`src/pkg/ppm_pkg.sv`:
```
// shared constants and types of the port pin function mux
package ppm_pkg;
   // ==========================================================
   // geometry
   localparam int PPM_PORTS = 6;
   localparam int PPM_W = 8;
   localparam int PPM_PINS = 48;
   localparam int PPM_ALT_PINS = 32;
   localparam int PPM_DMA_CH = 4;
   localparam int PPM_DRQ_BIT0 = 4;
   localparam int PPM_DAK_BIT0 = 12;
   localparam int PPM_NMI_PIN = 16;
   localparam int PPM_P21_PIN = 17;
   localparam int PPM_DBUS_LO = 32;
   localparam int PPM_DBUS_HI = 47;
   // ==========================================================
   // encodings and reset values
   localparam logic PPM_DIR_IN = 1'b1;
   localparam logic [7:0] PPM_DIR_RST = 8'hFF;
   localparam logic [7:0] PPM_P2_ALT_MASK = 8'hFC;
   localparam logic [3:0] PPM_MODE_SINGLE = 4'h0;
   localparam logic [15:0] PPM_DBUS_RST = 16'h0000;
   localparam logic [3:0] PPM_ACK_RST = 4'h0;
   // ==========================================================
   // types
   typedef enum logic [1:0] {
      PPM_BUS_IDLE = 2'h0,
      PPM_BUS_FIRST = 2'h1,
      PPM_BUS_DATA = 2'h3
   } ppm_bus_e;
   typedef enum logic [2:0] {
      PPM_DMA_NONE = 3'h0,
      PPM_DMA_FIRST = 3'h1,
      PPM_DMA_RD_START = 3'h3,
      PPM_DMA_FLY_START = 3'h2,
      PPM_DMA_XFER = 3'h6
   } ppm_dma_e;
   typedef struct packed {
      ppm_bus_e state;
      logic write;
      logic [15:0] wdata;
   } ppm_bus_s;
   typedef struct packed {
      ppm_dma_e state;
      logic [1:0] chan;
      logic external;
   } ppm_dma_s;
   typedef struct packed {
      logic [5:0][7:0] dir;
      logic [3:0][7:0] fsel;
      logic mem_exp;
   } ppm_cfg_s;
endpackage

```
`src/hw/ppm_pin_mux.sv`:
```
// pin function multiplexer for ports 0 to 5 with dma and data bus pin logic
// How it works
// RULE1 - each pin of ports 0..5 has its own direction bit in port mode
// RULE2 - ports 0, 1, 3 pick port or alternate function per bit
// RULE3 - port 2 pins 2..7 may switch; pin 1 stays port with direction
// RULE4 - port 2 pin 0 is input only; a valid edge raises nmi
// RULE5 - ports 4, 5 become data bus from mode pins or expansion select
// RULE6 - expansion mode: port 4 low byte, port 5 high byte, both ways
// RULE7 - driven data changes on system clock fall in bus first state
// RULE8 - data bus pins float during bus idle state
// RULE9 - four dma requests map to channels 0..3, channel 0 wins
// RULE10 - dma requests are sampled on system clock falling edge
// RULE11 - requester holds request active until the device accepts it
// RULE12 - each acknowledge marks its channel, only for external memory access
// RULE13 - acknowledges stay inactive for internal-only dma transfers
// RULE14 - acknowledge rises at fall in dma start states, held through transfer
// RULE15 - selected alternate function owns pin drive and direction
`timescale 1ns/1ps
`default_nettype none
module ppm_pin_mux
   import ppm_pkg::*;
(
   input wire logic clock_i,
   input wire logic rst_n_i,
   input wire logic clk_en_i,
   input wire ppm_cfg_s cfg_i,
   input wire logic [3:0] operating_mode_pins_i,
   input wire logic [PPM_PINS-1:0] port_out_i,
   input wire logic [PPM_ALT_PINS-1:0] alt_out_i,
   input wire logic [PPM_ALT_PINS-1:0] alt_drive_i,
   input wire ppm_bus_s bus_i,
   input wire ppm_dma_s dma_i,
   input wire logic nmi_rise_en_i,
   input wire logic nmi_fall_en_i,
   input wire logic [PPM_PINS-1:0] pin_i,
   output logic [PPM_PINS-1:0] pin_o,
   output logic [PPM_PINS-1:0] pin_oe_n_o,
   output logic [PPM_PINS-1:0] port_in_o,
   output logic [15:0] bus_rdata_o,
   output logic ext_mode_o,
   output logic system_clock_output_o,
   output logic nmi_req_o,
   output logic [PPM_DMA_CH-1:0] dma_req_o,
   output logic [PPM_DMA_CH-1:0] dma_grant_o,
   output logic [PPM_DMA_CH-1:0] dma_ack_o
);
   // ==========================================================
   // pin synchronisers
   logic [PPM_PINS-1:0] pin_s1_ff;
   logic [PPM_PINS-1:0] pin_s2_ff;
   logic [3:0] mode_s1_ff;
   logic [3:0] mode_s2_ff;
   // two stages: the first stage feeds only the second
   always_ff @(posedge clock_i or negedge rst_n_i)
   begin
      if (!rst_n_i)
      begin
         pin_s1_ff <= '0;
         pin_s2_ff <= '0;
         mode_s1_ff <= PPM_MODE_SINGLE;
         mode_s2_ff <= PPM_MODE_SINGLE;
      end
      else if (clk_en_i)
      begin
         pin_s1_ff <= pin_i;
         pin_s2_ff <= pin_s1_ff;
         mode_s1_ff <= operating_mode_pins_i;
         mode_s2_ff <= mode_s1_ff;
      end
   end
   assign port_in_o = pin_s2_ff;
   assign bus_rdata_o = pin_s2_ff[PPM_DBUS_HI:PPM_DBUS_LO]; // RULE6
   // ==========================================================
   // system clock output, half the core rate
   logic system_clock_output_ff;
   logic clk_fall;
   // a fall is the enabled cycle in which the output goes from high to low
   always_ff @(posedge clock_i or negedge rst_n_i)
   begin
      if (!rst_n_i)
         system_clock_output_ff <= 1'b0;
      else if (clk_en_i)
         system_clock_output_ff <= ~system_clock_output_ff;
   end
   assign clk_fall = system_clock_output_ff & clk_en_i;
   assign system_clock_output_o = system_clock_output_ff;
   // ==========================================================
   // expansion mode select
   logic ext_mode_ff;
   // mode pins leaving single-chip, or software expansion, claim ports 4 and 5
   always_ff @(posedge clock_i or negedge rst_n_i)
   begin
      if (!rst_n_i)
         ext_mode_ff <= 1'b0;
      else if (clk_en_i)
         ext_mode_ff <= (mode_s2_ff != PPM_MODE_SINGLE) | cfg_i.mem_exp; // RULE5
   end
   assign ext_mode_o = ext_mode_ff;
   // ==========================================================
   // external data bus drive
   logic [15:0] bus_data_ff;
   logic bus_drive_ff;
   // data only moves at the fall in the first state; idle releases at once
   always_ff @(posedge clock_i or negedge rst_n_i)
   begin
      if (!rst_n_i)
      begin
         bus_data_ff <= PPM_DBUS_RST;
         bus_drive_ff <= 1'b0;
      end
      else if (clk_en_i)
      begin
         if (bus_i.state == PPM_BUS_IDLE)
            bus_drive_ff <= 1'b0; // RULE8
         else if (clk_fall && bus_i.state == PPM_BUS_FIRST)
         begin
            bus_data_ff <= bus_i.wdata; // RULE7
            bus_drive_ff <= bus_i.write; // RULE6
         end
      end
   end
   // ==========================================================
   // nmi edge detect on port 2 pin 0
   logic nmi_prev_ff;
   logic nmi_ff;
   // edge seen on the synchronised level, never on the first stage
   always_ff @(posedge clock_i or negedge rst_n_i)
   begin
      if (!rst_n_i)
      begin
         nmi_prev_ff <= 1'b0;
         nmi_ff <= 1'b0;
      end
      else if (clk_en_i)
      begin
         nmi_prev_ff <= pin_s2_ff[PPM_NMI_PIN];
         nmi_ff <= (nmi_rise_en_i & pin_s2_ff[PPM_NMI_PIN] & ~nmi_prev_ff)
                 | (nmi_fall_en_i & ~pin_s2_ff[PPM_NMI_PIN] & nmi_prev_ff); // RULE4
      end
   end
   assign nmi_req_o = nmi_ff;
   // ==========================================================
   // dma requests, active low pins on port 0 bits 4..7
   logic [PPM_DMA_CH-1:0] drq_ff;
   logic [PPM_DMA_CH-1:0] grant_ff;
   logic [PPM_DMA_CH-1:0] nxt_drq;
   logic [PPM_DMA_CH-1:0] nxt_grant;
   // fixed priority: the lowest channel number wins
   always_comb
   begin
      nxt_grant = '0;
      for (int c = 0; c < PPM_DMA_CH; c++)
         nxt_drq[c] = ~pin_s2_ff[PPM_DRQ_BIT0+c] & cfg_i.fsel[0][PPM_DRQ_BIT0+c]; // RULE9
      for (int c = PPM_DMA_CH - 1; c >= 0; c--)
         if (nxt_drq[c])
            nxt_grant = PPM_DMA_CH'(1) << c; // RULE9
   end
   // the requester keeps its level until accepted, so sampling only at falls loses nothing
   always_ff @(posedge clock_i or negedge rst_n_i)
   begin
      if (!rst_n_i)
      begin
         drq_ff <= '0;
         grant_ff <= '0;
      end
      else if (clk_fall)
      begin
         drq_ff <= nxt_drq; // RULE10 RULE11
         grant_ff <= nxt_grant;
      end
   end
   assign dma_req_o = drq_ff;
   assign dma_grant_o = grant_ff;
   // ==========================================================
   // dma acknowledges, active low pins on port 1 bits 4..7
   logic [PPM_DMA_CH-1:0] ack_ff;
   logic dma_start;
   assign dma_start = (dma_i.state == PPM_DMA_FIRST) || (dma_i.state == PPM_DMA_RD_START)
                    || (dma_i.state == PPM_DMA_FLY_START);
   // internal-only transfers or the end of a transfer drop the acknowledge at once
   always_ff @(posedge clock_i or negedge rst_n_i)
   begin
      if (!rst_n_i)
         ack_ff <= PPM_ACK_RST;
      else if (clk_en_i)
      begin
         if (!dma_i.external || dma_i.state == PPM_DMA_NONE)
            ack_ff <= PPM_ACK_RST; // RULE13
         else if (clk_fall && dma_start)
            ack_ff <= PPM_DMA_CH'(1) << dma_i.chan; // RULE12 RULE14
      end
   end
   assign dma_ack_o = ack_ff;
   // ==========================================================
   // pin drive selection
   logic [PPM_PINS-1:0] pin_ff;
   logic [PPM_PINS-1:0] oe_n_ff;
   logic [PPM_PINS-1:0] nxt_pin;
   logic [PPM_PINS-1:0] nxt_oe_n;
   // port latch by default; alternate, bus or acknowledge override it
   always_comb
   begin
      nxt_pin = port_out_i;
      nxt_oe_n = {cfg_i.dir[5], cfg_i.dir[4], cfg_i.dir[3], cfg_i.dir[2], cfg_i.dir[1], cfg_i.dir[0]}; // RULE1
      for (int i = 0; i < PPM_ALT_PINS; i++)
      begin
         if (cfg_i.fsel[i/PPM_W][i%PPM_W] && (i/PPM_W != 2 || PPM_P2_ALT_MASK[i%PPM_W])) // RULE2 RULE3
         begin
            nxt_pin[i] = alt_out_i[i]; // RULE15
            nxt_oe_n[i] = ~alt_drive_i[i]; // RULE15
         end
      end
      for (int c = 0; c < PPM_DMA_CH; c++)
      begin
         if (cfg_i.fsel[1][PPM_DAK_BIT0-PPM_W+c])
         begin
            nxt_pin[PPM_DAK_BIT0+c] = ~ack_ff[c]; // RULE12
            nxt_oe_n[PPM_DAK_BIT0+c] = 1'b0;
         end
      end
      nxt_pin[PPM_NMI_PIN] = 1'b0;
      nxt_oe_n[PPM_NMI_PIN] = 1'b1; // RULE4
      if (ext_mode_ff)
      begin
         nxt_pin[PPM_DBUS_HI:PPM_DBUS_LO] = bus_data_ff; // RULE6
         nxt_oe_n[PPM_DBUS_HI:PPM_DBUS_LO] = {16{~bus_drive_ff}}; // RULE8
      end
   end
   // registered so every pin leaves a flip-flop; costs one cycle of latency
   always_ff @(posedge clock_i or negedge rst_n_i)
   begin
      if (!rst_n_i)
      begin
         pin_ff <= '0;
         oe_n_ff <= '1;
      end
      else if (clk_en_i)
      begin
         pin_ff <= nxt_pin;
         oe_n_ff <= nxt_oe_n;
      end
   end
   assign pin_o = pin_ff;
   assign pin_oe_n_o = oe_n_ff;
   // ==========================================================
   // checks
   // the first edge after reset is skipped: $past still sees the inputs of the reset time
   a_port4_dir: assert property (@(posedge clock_i) disable iff (!rst_n_i) // RULE1
      $past(rst_n_i) && $past(clk_en_i) && !$past(ext_mode_ff) |-> pin_oe_n_o[39:32] == $past(cfg_i.dir[4]))
      else $error("port 4 direction not followed");
   a_port1_dir: assert property (@(posedge clock_i) disable iff (!rst_n_i) // RULE1
      $past(rst_n_i) && $past(clk_en_i) && !$past(cfg_i.fsel[1][0]) |-> pin_oe_n_o[8] == $past(cfg_i.dir[1][0]))
      else $error("port 1 direction not followed");
   a_fsel_owns_pin: assert property (@(posedge clock_i) disable iff (!rst_n_i) // RULE2
      $past(rst_n_i) && $past(clk_en_i) && $past(cfg_i.fsel[3][0]) |->
         pin_o[24] == $past(alt_out_i[24]) && pin_oe_n_o[24] == !$past(alt_drive_i[24]))
      else $error("alternate function not owning port 3 pin 0");
   a_p21_port_only: assert property (@(posedge clock_i) disable iff (!rst_n_i) // RULE3
      $past(rst_n_i) && $past(clk_en_i) |-> pin_oe_n_o[PPM_P21_PIN] == $past(cfg_i.dir[2][1])
         && pin_o[PPM_P21_PIN] == $past(port_out_i[PPM_P21_PIN]))
      else $error("port 2 pin 1 left port mode");
   a_nmi_input_only: assert property (@(posedge clock_i) disable iff (!rst_n_i) // RULE4
      pin_oe_n_o[PPM_NMI_PIN] && (!nmi_req_o || $past(nmi_rise_en_i || nmi_fall_en_i)))
      else $error("nmi pin driven or spurious nmi");
   a_mode_selects_bus: assert property (@(posedge clock_i) disable iff (!rst_n_i) // RULE5
      $past(rst_n_i) && $past(clk_en_i) |->
         ext_mode_o == ($past(cfg_i.mem_exp) || $past(mode_s2_ff) != PPM_MODE_SINGLE))
      else $error("expansion mode not from mode pins and select");
   a_bus_owns_ports: assert property (@(posedge clock_i) disable iff (!rst_n_i) // RULE6
      $past(clk_en_i) && $past(ext_mode_ff) && $past(bus_drive_ff) |->
         pin_o[PPM_DBUS_HI:PPM_DBUS_LO] == $past(bus_data_ff) && pin_oe_n_o[PPM_DBUS_HI:PPM_DBUS_LO] == 16'h0000)
      else $error("data bus not on ports 4 and 5");
   a_bus_change_t1: assert property (@(posedge clock_i) disable iff (!rst_n_i) // RULE7
      bus_data_ff != $past(bus_data_ff) |-> $past(clk_fall) && $past(bus_i.state) == PPM_BUS_FIRST)
      else $error("data bus changed outside first state fall");
   a_bus_idle_float: assert property (@(posedge clock_i) disable iff (!rst_n_i || !clk_en_i) // RULE8
      bus_i.state == PPM_BUS_IDLE && ext_mode_ff ##1 clk_en_i && ext_mode_ff |=> &pin_oe_n_o[PPM_DBUS_HI:PPM_DBUS_LO])
      else $error("data bus driven in idle");
   a_dma_priority: assert property (@(posedge clock_i) disable iff (!rst_n_i) // RULE9
      dma_grant_o == (dma_req_o & (~dma_req_o + 4'h1)))
      else $error("dma grant not lowest channel");
   a_drq_on_fall: assert property (@(posedge clock_i) disable iff (!rst_n_i) // RULE10
      dma_req_o != $past(dma_req_o) |-> $past(clk_fall))
      else $error("dma request sampled off the fall");
   a_ack_internal: assert property (@(posedge clock_i) disable iff (!rst_n_i) // RULE13
      clk_en_i && !dma_i.external |=> dma_ack_o == 4'h0)
      else $error("acknowledge on internal transfer");
   a_ack_start: assert property (@(posedge clock_i) disable iff (!rst_n_i) // RULE14
      clk_fall && dma_start && dma_i.external |=> dma_ack_o == (4'h1 << $past(dma_i.chan)))
      else $error("acknowledge missing at dma start");
   a_ack_hold: assert property (@(posedge clock_i) disable iff (!rst_n_i) // RULE14
      clk_en_i && dma_i.external && dma_i.state == PPM_DMA_XFER |=> $stable(dma_ack_o))
      else $error("acknowledge not held through transfer");
   a_ack_pin_drive: assert property (@(posedge clock_i) disable iff (!rst_n_i) // RULE12
      $past(rst_n_i) && $past(clk_en_i) && $past(cfg_i.fsel[1][4]) |->
         !pin_oe_n_o[PPM_DAK_BIT0] && pin_o[PPM_DAK_BIT0] == !$past(dma_ack_o[0]))
      else $error("acknowledge pin of channel 0 not driven");
   a_alt_owns_port0: assert property (@(posedge clock_i) disable iff (!rst_n_i) // RULE15
      $past(rst_n_i) && $past(clk_en_i) && $past(cfg_i.fsel[0][0]) |->
         pin_o[0] == $past(alt_out_i[0]) && pin_oe_n_o[0] == !$past(alt_drive_i[0]))
      else $error("port latch leaked onto alternate pin");
endmodule
`default_nettype wire

```
`config.mk`:
```
export PLATFORM = sky130hd
export DESIGN_NAME = ppm_pin_mux
export DESIGN_NICKNAME = d
export VERILOG_FILES = /design/src/pkg/ppm_pkg.sv /design/src/hw/ppm_pin_mux.sv
export SDC_FILE = /design/constraint.sdc
export NUM_CORES = 1
export LEC_CHECK = 0
export ABC_CLOCK_PERIOD_IN_PS = 1600
export BUFFER_PORTS_ARGS = -buffer_cell sky130_fd_sc_hd__buf_4
export CORE_AREA = 2 2 174 176
export CTS_CLUSTER_SIZE = 20
export DETAILED_ROUTE_END_ITERATION = 8
export DIE_AREA = 0 0 176 178
export PLACE_DENSITY = 0.74
export SYNTH_ARGS = -nofsm -noshare
export SYNTH_HDL_FRONTEND = slang
export SYNTH_SLANG_ARGS = --single-unit
```
`constraint.sdc`:
```
create_clock -name clock_i -period 1.6 [get_ports clock_i]
set_clock_uncertainty 0.2 [all_clocks]
set_input_delay 0.16 -clock clock_i [delete_from_list [all_inputs] [get_ports clock_i]]
set_output_delay 0.16 -clock clock_i [all_outputs]
set_load 0.01 [all_outputs]
```
==> flow_metrics.py <==
metrics = {
    "floorplanning": {
        "die_h_um": 178,
        "initial_core_util_pct": 32.9,
        "die-area_mm2": 0.0313,
        "core-area_mm2": 0.0294,
        "dieWidth_um": 176,
        "std_cell_rows": 63,
        "pin_count": 450,
    },
    "detailed_routing": {
        "wl_per_cell_um": 18.7,
        "wl_mm": 35.2,
        "wl_met1_mm": 13.0,
        "postRouteAntennaNets": 0,
        "dr_wl_met2_mm": 17.6,
        "num_vias": 8758,
        "highest_layer": "met5",
        "drc": 0,
        "drtIter0Drc": 387,
        "first_pass_iters": 5,
        "wl_met3_mm": 2.79,
        "vias_per_cell": 4.67,
    },
    "place": {
        "gp_congestion": 0.817,
        "dp_cells": 1554,
        "portBuffers": 431,
        "post_dp_cell_area_mm2": 0.0134,
        "detailedPlacementHpwl_mm": 21.6,
    },
    "synthesis": {
        "synth-seq-cells": 230,
        "yosys.area.top_type": "dfrtp_1",
        "yosysWarnings": 0,
        "async_flop_share_pct": 100,
        "ys.flop_type": "dfrtp_1",
        "syn_avg_cell_area_um2": 12.7,
        "synth.most_common_cell": "dfrtp_1",
        "synth-edff-count": 0,
        "synth_common_cells": "dfrtp_1, mux2_2, a21oi_1",
        "ys_types": 39,
        "synth_area_mm2": 0.00969,
        "yosysTopAreaCellShare_pct": 47.3,
        "ys_seq_area_share_pct": 60.0,
        "synth_nets": 1040,
        "synth_cells": 765,
        "synthTopCellsByArea": "dfrtp_1, mux2_2, dfstp_2, mux2i_1, a21oi_1",
    },
    "global_routing": {
        "grt_pass1_wl_mm": 50.8,
        "antenna_found_initial": 5,
        "grt_max_degree": 78,
        "grt_overflow": 0,
        "track_usage_pct": 20.9,
        "grt_pass1_vias": 9324,
    },
    "final_layout": {
        "final_cells": 1877,
        "final_nets": 1742,
        "drive_above_1_share_pct": 46.5,
        "final_area_mm2": 0.0170,
        "syn_to_final_growth_pct": 75.5,
        "n_fill_cell": 2195,
    },
    "clock_network": {
        "clock-sinks": 230,
        "root_buffer": "clkbuf_16",
        "clock_latency_ns": 0.51,
        "cts_buffer_depth": 3,
        "cts_buffers": 25,
        "cts_tree": "yes",
        "clk_pin_slew_ns": 0.06,
        "cts_max_level": 1,
    },
    "sta": {
        "tightest_slew_ns": 0.509,
        "max_freq_mhz": 628,
        "maxSlewHeadroom_pct": 65.9,
        "setup_tns_ns": 0,
        "period_minus_slack_ns": 1.59,
        "drv_slew": 0,
        "fin_crit_sh_pct": 99.5,
        "whs_ns": -0.0184,
        "rsz0062_at_grt": "true",
        "finalHoldViolCount": 3,
        "setup_violations": 0,
    },
    "setup_path": {
        "endpoint_kind": "flop",
        "path_class": "flop to flop",
        "crit_fanout": 2,
        "crit_start": "port_in_o[5]",
        "crit_arrival_ns": 1.77,
        "timing.rr.start": "port_in_o[5]",
        "worst_setup_path_start_kind": "flop",
        "required_ns": 1.78,
    },
    "power_and_ir_drop": {
        "power_density_mw_per_mm2": 1090,
        "power.leakage_nw": 8.11,
        "irDropWorstVdd_mv": 0.948,
    },
    "worst_hold_path": {
        "min_from": "clk_en_i",
        "min_path_type": "input pin to flop",
    },
    "run": {
        "drv_cap": 0,
    },
    "status": {
        "status": "finished with violations",
        "violations": "hold timing",
    },
}
-- where the power goes --
part	total, mW	switching [mW]	internal, mW
combinational	4.93	2.05	2.89
sequential	7.63	0.670	6.96
clock	6.03	2.34	3.69
-- layer usage --
layer  vias to the layer above  global-route usage, %
li1                       4009                      -
met1                      4220                   22.9
met2                       407                   37.6
met3                       116                   5.48
met4                         6                   9.85
met5                         -                      0
-- stage by stage --
stage / utilization, % / hold slack (ns) / power, mW / setup WS [ns]
floorplan: - / -0.336 / 9.48 / 0.0515
global placement: 45.4 / -0.125 / 11.6 / -0.0473
detailed placement: 45.4 / -0.125 / 11.8 / -0.0778
CTS: 57.3 / -0.304 / 18.5 / -0.0373
global route: 57.8 / 0.00390 / 19.4 / -0.0200
finish: 57.8 / -0.0184 / 18.6 / 0.00840
-- state kept, by name, indices dropped and copies added, names as in the netlist --
register / cells
bus_drive_ff: 1
dma_req_o: 4
bus_data_ff: 16
port_in_o: 48
ext_mode_o: 1
mode_s1_ff: 4
dma_ack_o: 4
nmi_req_o: 1
nmi_prev_ff: 1
pin_o: 47
pin_oe_n_o: 47
pin_s1_ff: 48
mode_s2_ff: 4
system_clock_output_o: 1
dma_grant_o: 3
-- logic make-up (layout without fill, tap and decap cells) --
group | after synthesis | count (layout) | share of synthesized area [%]
compound gates | 121 | 121 | 6.74
flops | 230 | 230 | 60.0
simple gates | 116 | 116 | 5.28
xor+xnor | 1 | 1 | 0.0904
mux | 200 | 200 | 22.7
other cells | 2 | 4 | 0.0775
buf+inv | 95 | 815 | 5.12
-- final cells by class --
class | instances | area [µm²] | share of cell area (%)
Sequential cell | 230 | 5820 | 34.2
Antenna cell | 2 | 5.00 | 0.0294
Timing Repair Buffer | 733 | 6310 | 37.1
Tap cell | 390 | 488 | 2.87
Clock buffer | 32 | 692 | 4.07
Multi-Input combinational cell | 440 | 3390 | 19.9
Clock inverter | 13 | 170 | 1.00
Inverter | 37 | 139 | 0.817
-- worst max-delay path, cell delays in order, from the launching register on --
cell	delay, ns
dfrtp_1	0.39
mux2_2	0.28
dlygate4sd3_1	0.59
-- path summary, 6_finish.rpt --
| check | to | slack [ns] | depth (start not counted) |
|---|---|---|---|
| hold reg to reg | dma_req_o[2] | 0.28 | 1 |
| setup / recovery | port_in_o[5] | 0.008 | 2 |
| max in group asynchronous | pin_oe_n_o[42] | 0.14 | 4 |
| hold / removal | pin_o[35] | -0.02 | 4 |
| min in group asynchronous | port_in_o[22] | 0.46 | 3 |
| setup reg to reg | port_in_o[5] | 0.008 | 2 |
-- cells in the final DEF (no fill, tap or decap), types with 3 or more instances in the layout --
cell / count
o22ai_1: 4
dlygate4sd3_1: 265
clkbuf_1: 3
bufinv_16: 4
buf_12: 9
dfrtp_1: 182
clkbuf_8: 4
mux2i_1: 73
clkinv_2: 6
clkbuf_16: 25
nand2_1: 6
nor2_1: 92
mux2_2: 117
buf_4: 454
mux2_4: 10
dfstp_2: 47
inv_1: 36
nor2b_1: 4
a21oi_1: 103
o21ai_0: 3
-- timing repair --
action,CTS,global route
setup endpoints to repair,18,23
hold buffers,259,8
endpoints found under the hold margin,417,5
resized for setup,2,9
buffers inserted,3,7
pin swaps,1,1
Power figures use the tool's default switching activity.
